<file path="src/hdl/cwd_defines.vh">
// Constants for the configuration word decoder: offsets, fields, resets
`ifndef CWD_DEFINES_VH
`define CWD_DEFINES_VH
// Register offsets on the plain register port
`define CWD_OFS_CW2 4'h0
`define CWD_OFS_CW3 4'h1
`define CWD_OFS_LOCK 4'h2
`define CWD_OFS_KEY 4'h3
`define CWD_OFS_PINSEL 2'h1
// Unlock key sequence, two back to back writes to the key register
`define CWD_KEY1 24'h000046
`define CWD_KEY2 24'h000057
// Unprogrammed fuse word, unimplemented upper byte and pin-select reset
`define CWD_FUSE_RST 16'hFFFF
`define CWD_UPPER_ONES 8'hFF
`define CWD_PINSEL_RST 8'h00
// Second word fields
`define CWD_CW2_ONCE 4
`define CWD_CW2_BOROVR 3
`define CWD_CW2_POSC_HI 1
`define CWD_CW2_POSC_LO 0
// Third word fields
`define CWD_CW3_END 15
`define CWD_CW3_CFGP 14
`define CWD_CW3_DIS 13
`define CWD_CW3_BROWNOUT_ENABLE 12
`define CWD_CW3_WIN_HI 11
`define CWD_CW3_WIN_LO 10
`define CWD_CW3_FP_HI 6
`define CWD_CW3_FP_LO 0
// Primary oscillator encodings
`define CWD_POSC_OFF 2'h3
`define CWD_POSC_HS 2'h2
`define CWD_POSC_XT 2'h1
`define CWD_POSC_EC 2'h0
// Watchdog window width in eighths of the timeout period
`define CWD_WIN_25 3'h2
`define CWD_WIN_375 3'h3
`define CWD_WIN_50 3'h4
`define CWD_WIN_75 3'h6
// Last implemented 256-word protection page, also the config word page
`define CWD_LAST_PAGE 7'h7F
`endif

</file>
<file path="src/hdl/cwd_config_decode.v">
// Configuration word fuse store, decoder, pin lock and write protect
//
// The register addresses and the strobed register port were decided locally.
`default_nettype none
`include "cwd_defines.vh"

module cwd_config_decode (
    input wire mclk,
    input wire resetn,
    input wire reload_req,
    input wire deep_sleep,
    input wire [3:0] addr,
    input wire [23:0] wdata,
    input wire wr,
    input wire rd,
    input wire [6:0] wp_page,
    output reg [23:0] rdata_r,
    output reg pin_map_lock_r,
    output reg [31:0] pin_sel_r,
    output reg bor_enable_r,
    output reg bor_cfg_invalid_r,
    output reg posc_enable_r,
    output reg [1:0] posc_mode_r,
    output reg [2:0] wdt_win_r,
    output reg pin_lock_once_r,
    output reg wp_protected_r
);

    // Unlock sequencer states, one-hot
    localparam [2:0] ST_IDLE = 3'b001;
    localparam [2:0] ST_KEY1 = 3'b010;
    localparam [2:0] ST_OPEN = 3'b100;

    reg [15:0] cw2_fuse_r;
    reg [15:0] cw3_fuse_r;
    reg cw2_done_r;
    reg cw3_done_r;
    reg [15:0] cw2_lat_r;
    reg [15:0] cw3_lat_r;
    reg load_pend_r;
    reg [2:0] st_r;
    reg [2:0] st_nxt;
    reg [7:0] pin_mem_r [0:3];
    reg [23:0] rd_nxt;
    reg prot_nxt;
    reg [2:0] win_nxt;
    wire once_en;
    wire wp_end;
    wire wp_dis;
    wire wp_cfgp;
    wire [6:0] wp_fp;
    wire cfg_page_prot;
    wire lock_wr;
    wire pin_wr;
    wire cw2_wr;
    wire cw3_wr;
    wire key_wr;
    integer i;

    // Extend a 16-bit fuse word to the 24-bit read view
    function [23:0] cwd_word_view;
        input [15:0] w;
        begin
            cwd_word_view = {`CWD_UPPER_ONES, w};
        end
    endfunction

    // Segment membership on 256-word pages, both bounds inclusive
    function cwd_in_segment;
        input [6:0] page;
        input end_sel;
        input [6:0] bound;
        begin
            if (end_sel)
                cwd_in_segment = (page >= bound);
            else
                cwd_in_segment = (page <= bound);
        end
    endfunction

    // Live fields come from the latched copy, never from the fuses
    assign once_en = cw2_lat_r[`CWD_CW2_ONCE];
    assign wp_end = cw3_lat_r[`CWD_CW3_END];
    assign wp_dis = cw3_lat_r[`CWD_CW3_DIS];
    assign wp_cfgp = cw3_lat_r[`CWD_CW3_CFGP];
    assign wp_fp = cw3_lat_r[`CWD_CW3_FP_HI:`CWD_CW3_FP_LO];
    assign lock_wr = wr && (addr == `CWD_OFS_LOCK);
    assign pin_wr = wr && (addr[3:2] == `CWD_OFS_PINSEL);
    assign cw2_wr = wr && (addr == `CWD_OFS_CW2);
    assign cw3_wr = wr && (addr == `CWD_OFS_CW3);
    assign key_wr = wr && (addr == `CWD_OFS_KEY);

    // Fuse words: all ones until programmed, then frozen until reset
    always @(posedge mclk or negedge resetn)
    begin
        if (!resetn)
        begin
            cw2_fuse_r <= `CWD_FUSE_RST;
            cw3_fuse_r <= `CWD_FUSE_RST;
            cw2_done_r <= 1'b0;
            cw3_done_r <= 1'b0;
        end
        else
        begin
            // Program once: later writes to a programmed word are ignored
            if (cw2_wr && !cw2_done_r)
            begin
                cw2_fuse_r <= wdata[15:0];
                cw2_done_r <= 1'b1;
            end
            if (cw3_wr && !cw3_done_r)
            begin
                cw3_fuse_r <= wdata[15:0];
                cw3_done_r <= 1'b1;
            end
        end
    end

    // Latch the fuses on the first edge after reset release or on reload
    // so that programming at run time cannot shift live settings
    always @(posedge mclk or negedge resetn)
    begin
        if (!resetn)
        begin
            load_pend_r <= 1'b1;
            cw2_lat_r <= `CWD_FUSE_RST;
            cw3_lat_r <= `CWD_FUSE_RST;
        end
        else
        begin
            load_pend_r <= 1'b0;
            if (load_pend_r || reload_req)
            begin
                cw2_lat_r <= cw2_fuse_r;
                cw3_lat_r <= cw3_fuse_r;
            end
        end
    end

    // Unlock sequencer: two keys back to back open one lock write
    // Any other write in between cancels, so a stray store cannot unlock
    always @*
    begin
        st_nxt = ST_IDLE;
        case (st_r)
            ST_IDLE:
                if (key_wr && wdata == `CWD_KEY1)
                    st_nxt = ST_KEY1;
            ST_KEY1:
                if (key_wr && wdata == `CWD_KEY2)
                    st_nxt = ST_OPEN;
                else if (!wr)
                    st_nxt = ST_KEY1;
            ST_OPEN:
                if (!wr)
                    st_nxt = ST_OPEN;
            default:
                st_nxt = ST_IDLE;
        endcase
    end

    // Pin lock and pin-select storage
    always @(posedge mclk or negedge resetn)
    begin
        if (!resetn)
        begin
            st_r <= ST_IDLE;
            pin_map_lock_r <= 1'b0;
            for (i = 0; i < 4; i = i + 1)
                pin_mem_r[i] <= `CWD_PINSEL_RST;
        end
        else
        begin
            st_r <= st_nxt;
            // Only the write right after both keys may move the lock
            if (lock_wr && st_r == ST_OPEN)
            begin
                if (wdata[0])
                    pin_map_lock_r <= 1'b1;
                else if (!once_en)
                    pin_map_lock_r <= 1'b0;
            end
            // Locked mapping refuses writes; one-way mode never unlocks
            if (pin_wr && !pin_map_lock_r)
                pin_mem_r[addr[1:0]] <= wdata[7:0];
        end
    end

    // Config page guarded by end select, a boundary on that page or a clear CFGP bit, unless DIS is set
    assign cfg_page_prot = !wp_dis &&
        (wp_end || wp_fp == `CWD_LAST_PAGE || !wp_cfgp);

    // Segment check on 256-word page numbers
    always @*
    begin
        if (wp_page == `CWD_LAST_PAGE)
            prot_nxt = cfg_page_prot;
        else if (wp_dis)
            prot_nxt = 1'b0;
        else
            prot_nxt = cwd_in_segment(wp_page, wp_end, wp_fp);
    end

    // Watchdog window decode
    // Width kept in eighths so the watchdog compares without division
    always @*
    begin
        case (cw3_lat_r[`CWD_CW3_WIN_HI:`CWD_CW3_WIN_LO])
            2'h3: win_nxt = `CWD_WIN_25;
            2'h2: win_nxt = `CWD_WIN_375;
            2'h1: win_nxt = `CWD_WIN_50;
            default: win_nxt = `CWD_WIN_75;
        endcase
    end

    // Read mux; unmapped offsets read zero
    always @*
    begin
        rd_nxt = 24'h000000;
        if (addr == `CWD_OFS_CW2)
            rd_nxt = cwd_word_view(cw2_fuse_r);
        else if (addr == `CWD_OFS_CW3)
            rd_nxt = cwd_word_view(cw3_fuse_r);
        else if (addr == `CWD_OFS_LOCK)
            rd_nxt = {23'h0, pin_map_lock_r};
        else if (addr[3:2] == `CWD_OFS_PINSEL)
            rd_nxt = {16'h0000, pin_mem_r[addr[1:0]]};
    end

    // Read data stands for one cycle only; idle cycles return zero
    always @(posedge mclk or negedge resetn)
    begin
        if (!resetn)
            rdata_r <= 24'h000000;
        else
            rdata_r <= rd ? rd_nxt : 24'h000000;
    end

    // Pin-select image trails the storage by one cycle
    always @(posedge mclk or negedge resetn)
    begin
        if (!resetn)
            pin_sel_r <= 32'h00000000;
        else
            pin_sel_r <= {pin_mem_r[3], pin_mem_r[2],
                          pin_mem_r[1], pin_mem_r[0]};
    end

    // Protect answer for wp_page; the lag keeps it a flop output
    always @(posedge mclk or negedge resetn)
    begin
        if (!resetn)
            wp_protected_r <= 1'b0;
        else
            wp_protected_r <= prot_nxt;
    end

    // Decoded settings, all from the latched copy of the fuses
    always @(posedge mclk or negedge resetn)
    begin
        if (!resetn)
        begin
            bor_enable_r <= 1'b0;
            bor_cfg_invalid_r <= 1'b0;
            posc_enable_r <= 1'b0;
            posc_mode_r <= `CWD_POSC_OFF;
            wdt_win_r <= `CWD_WIN_25;
            pin_lock_once_r <= 1'b1;
        end
        else
        begin
            // Mixed pairs are reserved; treated as off and flagged
            bor_enable_r <= cw3_lat_r[`CWD_CW3_BROWNOUT_ENABLE] &&
                cw2_lat_r[`CWD_CW2_BOROVR] && !deep_sleep;
            bor_cfg_invalid_r <= cw3_lat_r[`CWD_CW3_BROWNOUT_ENABLE] ^
                cw2_lat_r[`CWD_CW2_BOROVR];
            posc_mode_r <= cw2_lat_r[`CWD_CW2_POSC_HI:`CWD_CW2_POSC_LO];
            posc_enable_r <= cw2_lat_r[`CWD_CW2_POSC_HI:`CWD_CW2_POSC_LO]
                != `CWD_POSC_OFF;
            wdt_win_r <= win_nxt;
            pin_lock_once_r <= once_en;
        end
    end

endmodule // cwd_config_decode
`default_nettype wire

</file>
<file path="config.mk">
export PLATFORM = sky130hd
export DESIGN_NAME = cwd_config_decode
export DESIGN_NICKNAME = d
export VERILOG_FILES = /design/src/hdl/cwd_config_decode.v
export VERILOG_INCLUDE_DIRS = /design/src /design/src/hdl
export SDC_FILE = /design/constraint.sdc
export NUM_CORES = 1
export LEC_CHECK = 0
export ABC_AREA = 1
export BUFFER_PORTS_ARGS = -buffer_cell sky130_fd_sc_hd__buf_2
export CAP_MARGIN = 25
export CORE_MARGIN = 2
export CORE_UTILIZATION = 55
export CTS_CLUSTER_SIZE = 20
export DETAILED_ROUTE_END_ITERATION = 8
export GPL_TIMING_DRIVEN = 0
export HOLD_SLACK_MARGIN = 0.02
export PLACE_DENSITY = 0.75
export SLEW_MARGIN = 15
export SYNTH_ARGS = -nofsm -noshare
export SYNTH_HDL_FRONTEND = slang
export SYNTH_SLANG_ARGS = --single-unit
</file>
<file path="constraint.sdc">
create_clock -name mclk -period 1.8 [get_ports mclk]
set_input_delay 0.09 -clock mclk [delete_from_list [all_inputs] [get_ports mclk]]
set_output_delay 0.09 -clock mclk [all_outputs]
set_load 0.05 [all_outputs]
</file>
* Word-level counts from Yosys, hierarchy flattened *
Cells that the tools add are included.

cells by class
  $add $sub $neg = 0
  equality and inequality tests = 16
  order comparisons = 4
  mux-type cells = 22
  shift-type cells = 0
  multipliers = 0
  bitwise operators = 2
  div/mod/pow operators = 0
  reductions and logical operators = 26

operators by type and width
  cell                                                   number
  two-way mux 24 bit                                     3
  equality test 24 x 7 -> 1 bit (second input constant)  2
  two-way mux 8 bit                                      5
  bitwise mux 32 bit                                     1
  case mux 3 bit (3 select lines)                        2
  binary-select mux 8 bit (select 2 bit)                 1
  demux 8 bit (select 2 bit)                             1
  logical AND 1 bit                                      15
  equality test 7 bit (second input constant)            2
  equality test 4 x 2 -> 1 bit (second input constant)   2
  >= comparator 7 bit                                    1
  <= comparator 7 bit                                    1
  logical NOT 1 bit                                      6
  two-way mux 3 bit                                      2
  two-way mux 1 bit                                      5
  equality test 2 x 1 -> 1 bit (second input constant)   2
  equality test 2 bit (second input constant)            2
  equality test 4 x 1 -> 1 bit (second input constant)   1
  logical NOT 4 bit                                      1
  two-way mux 2 bit                                      2
  != test 2 bit (second input constant)                  2
  equality test 3 x 1 -> 1 bit (second input constant)   1
  equality test 3 x 2 -> 1 bit (second input constant)   1
  equality test 3 bit (second input constant)            1
  6 further kinds                                        8

word-level totals
  input bits = 41
  logic and storage cells = 92
  memories kept = 0
  output and inout bits = 67
  RAM bits = 0
  bits in registers = 158
  bits in latches = 0
  ROM bits = 0

* Longest topological paths before layout *
  depth in word-level cells = 9
  depth in mapped cells = 11
  depth with buffers taken out = 11

* Worst setup path after synthesis *
OpenSTA, ideal clock, no wires.

  path kind = register to register
  start point = register pin_map_lock_r
  end point = register pin_mem_r[29] (netlist bit)
  library setup time = 0.131 ns
  path slack = 0.311 ns
  data arrival time = 1.358 ns
  clock period less this slack = 1.489 ns
  cell stages (with the launch flop) = 6
  path buffers = 1
  required time = 1.669 ns
  path through = dfrtp_1 nor3_2 nand2_1 clkbuf_1 nand2_1 o21ai_0

between the ends
  longest elaborated chain between the ends = 2

ends and longest elaborated chain
  element                        line                     text
  start, declared                cwd_config_decode.v:18   output reg pin_map_lock_r,
  start signal, assigned         cwd_config_decode.v:168  pin_map_lock_r <= 1'b0;
  start signal, assigned         cwd_config_decode.v:179  pin_map_lock_r <= 1'b1;
  start signal, assigned         cwd_config_decode.v:181  pin_map_lock_r <= 1'b0;
  logical NOT 1 bit              cwd_config_decode.v:184  if (pin_wr && !pin_map_lock_r)
  logical AND 1 bit              cwd_config_decode.v:184
  end signal, assigned by index  cwd_config_decode.v:170  pin_mem_r[i] <= `CWD_PINSEL_RST;
  end signal, assigned by index  cwd_config_decode.v:185  pin_mem_r[addr[1:0]] <= wdata[7:0];
  end, declared                  cwd_config_decode.v:43   reg [7:0] pin_mem_r [0:3];

Every way passes these cells.
A chain may end at the register's enable or synchronous reset.

* Final worst setup path *
  start point = input addr[1]
  end point = register pin_mem_r[14] (netlist bit)

between the ends
  longest elaborated chain between the ends = 6
  elaborated cells on any way between the ends = 7
  classes of those cells = order compare (2); mux (3); bitwise (1); reduce/logical (1)

ends and longest elaborated chain
  element                                                                                          line                     text
  start, declared                                                                                  cwd_config_decode.v:12   input wire [3:0] addr,
  inverter 2 -> 3 bit (implied by the code) (*)                                                    cwd_config_decode.v:185
  >= comparator 3 bit (implied by the code) / < comparator 3 x 1 -> 1 bit (equally long branches)  cwd_config_decode.v:185
  logical AND 1 bit (implied by the code)                                                          cwd_config_decode.v:185
  two-way mux 8 bit (implied by the code)                                                          cwd_config_decode.v:185
  demux 8 bit (select 2 bit) (*)                                                                   cwd_config_decode.v:185
  bitwise mux 32 bit (*)                                                                           cwd_config_decode.v:185

Mark *: on every way between the ends. The rest lies on a longest branch, timed or not.

==> impl_metrics.tcl <==
set metrics [dict create \
    clockPowerShare 0.421 \
    internal_power_w 0.00641 \
    synth_cell_type_count 26 \
    path_max_fanout 10 \
    tightest_slew_ns 0.696 \
    p_sw_w 0.00254 \
    setup-violations-final 0 \
    grt_first_pass_wirelength_um 23700 \
    period_share 0.930 \
    async_flop_share 1.00 \
    fin_area_um2 7530 \
    postPlaceCellArea_um2 6540 \
    htree_levels 4 \
    maxCapViolations 0 \
    fmaxAchievable_ghz 0.597 \
    cp.arrival_ns 2.08 \
    clockBufferDepth 2 \
    startpoint_type "input pin" \
    synth_area_um2 5800 \
    core_um2 10300 \
    routed_via_density 5.38 \
    power_frac_seq 0.427 \
    area_growth_pct 29.8 \
    cts_tree "built" \
    die-area_um2 11400 \
    syn-num-nets 640 \
    startpoint "addr[1]" \
    fillers 728 \
    fin_util 0.733 \
    grt_usage 0.272 \
    dr.pass1.iters 5 \
    drc 0 \
    slew_headroom 0.534 \
    cts_sinks 147 \
    run_status "finished clean" \
    final-hold-violation-count 0 \
    final_layout_size_suffix_gt1_frac 0.295 \
    diodes 0 \
    swShare 0.283 \
    p_leak_nw 3.62 \
    nets 800 \
    required_ns 2.20 \
    end_kind "flop" \
    antenna_left 0 \
    syn_area_per_cell_um2 9.81 \
    seq_area_frac_synth 0.646 \
    fin_skew_ns 0.00656 \
    io_pins 108 \
    synth_flop_cell "dfrtp_1" \
    clk_latency_ns 0.53 \
    layout_commonest_cell "nand2_1" \
    pwr-share-comb 0.152 \
    fin_hold_ws_ns 0.0348 \
    maxSlewViolCount 0 \
    ys_ff_latch 147 \
    die_x_um 107 \
    worstHoldPathType "in -> async" \
    grt_antenna_before_repair 0 \
    wl_per_cell_um 15.9 \
    drt_iter0_drc 423 \
    post_cts_buffers 0 \
    die_y_um 107 \
    dp_slack_ns 0.0587 \
    cts_buffers 17 \
    netlist_top_cells_area "dfrtp_1 (40%), dfstp_2 (25%), nand2_1 (11%)" \
    io_buffer_count 107 \
    crit_type "in -> reg" \
    root_buffer "clkbuf_8" \
    gp_congestion 0.871 \
    synth_top_area_frac 0.397 \
    yosys_warnings 0 \
    setup_slack_ns 0.125 \
    synthCells 591 \
    num_rows 37 \
    vias 4846 \
    overflow 0 \
    grt_max_degree 102 \
    reg2reg_from "load_pend_r$_DFF_PN1_" \
    grt_setup_unrepaired "false" \
    min_period_ns 1.67 \
    yosysTopAreaCell "dfrtp_1" \
    synth_edf_count 0 \
    ir_drop_mv 0.741 \
    clk_pin_slew_worst_paths_ns 0.06 \
    tns_ns 0 \
    start_util 0.564 \
    hpwlAfterDp_um 9300 \
    grt_pass1_vias 4786 \
    power_density_nw_per_um2 1190 \
    mostFrequentLayoutCells "nand2_1 (170), buf_2 (112), dfrtp_1 (92)" \
    wirelength_um 14300 \
]
[area by class of cell]
| class | instances | area (um2) | share of cell area |
|---|---|---|---|
| buffer | 20 | 111 | 0.0148 |
| multi-input combinational | 374 | 1770 | 0.234 |
| timing repair buffer | 142 | 913 | 0.121 |
| sequential | 147 | 3750 | 0.498 |
| inverter | 49 | 184 | 0.0244 |
| tap | 136 | 170 | 0.0226 |
| clock inverter | 13 | 206 | 0.0274 |
| clock buffer | 19 | 432 | 0.0573 |
[metrics by stage]
step,total power (W),std cells
after global routing,0.00926,900
after global placement,0.00511,834
final,0.00894,900
after floorplan,0.00471,591
after detailed placement,0.00515,835
after CTS,0.00897,901
[power groups by stage]
stage          Clock (W)  Sequential [W]  Combinational [W]
3_3_place_gp           0         0.00385            0.00125
4_1_cts          0.00380         0.00381            0.00136
6_report         0.00377         0.00382            0.00136
5_1_grt          0.00395         0.00384            0.00146
2_1_floorplan          0         0.00440           0.000309
3_5_place_dp           0         0.00386            0.00129
[layer usage]
| metal | routed length [um] | part of all wire | up-vias | track usage |
|---|---|---|---|---|
| li1 | - | - | 2226 | - |
| met1 | 5870 | 0.41 | 2362 | 0.367 |
| met2 | 7110 | 0.50 | 230 | 0.436 |
| met3 | 1060 | 0.074 | 28 | 0.0675 |
| met4 | 299 | 0.021 | 0 | 0.0909 |
| met5 | 0 | 0 | - | 0 |
[cells in the mapped netlist (6+ instances only)]
master	n
nand2_1	170
dfrtp_1	92
o21ai_0	76
dfstp_2	55
inv_1	45
nor2_1	43
a21oi_1	34
nand4_1	12
ha_1	8
mux2_2	8
buf_4	7
clkbuf_1	7
nand3_1	7
buf_2	6
[state kept, by name (all words and copies together), names as in the netlist, 2 cells and up]
name and count:
cw2_fuse_r 16, cw2_lat_r 4, cw3_fuse_r 16, cw3_lat_r 13, pin_mem_r 32, pin_sel_r 32, posc_mode_r 2, rdata_r 17
st_r 3, wdt_win_r 3
[cell families after synthesis]
kind of cell	count (synthesis)	synth area share
mux	8	0.0155
flops	147	0.646
compound gates	111	0.0962
other cells	1	0.000646
simple gates	246	0.173
fa+ha+maj	8	0.0173
buf+inv	70	0.0513
[worst paths after layout]
path                                              end  slack [ns]  cells after the start
max                         pin_mem_r[14]$_DFFE_PN0P_        0.13                      8
min                           pin_sel_r[29]$_DFF_PN0_        0.03                      2
max reg2reg                  cw2_lat_r[1]$_DFFE_PN1P_        0.15                      3
min reg2reg                  posc_mode_r[0]$_DFF_PN1_        0.38                      0
max in group asynchronous  cw3_fuse_r[15]$_DFFE_PN1P_        0.95                      3
min in group mclk           cw3_lat_r[12]$_DFFE_PN1P_        0.09                      3
[critical path, stage by stage]
cell and delay (ns):
dlygate4sd3_1 0.52, buf_2 0.14, inv_1 0.09, nor2_1 0.49
nand2_1 0.33, buf_2 0.27, nand2_1 0.07, o21ai_0 0.07
[what timing repair did]
item	CTS	global route
hold buffers	34	0
resized for setup	0	4
endpoints found under the hold margin	172	0
setup endpoints to repair	0	36
Power figures use the tool's default switching activity.
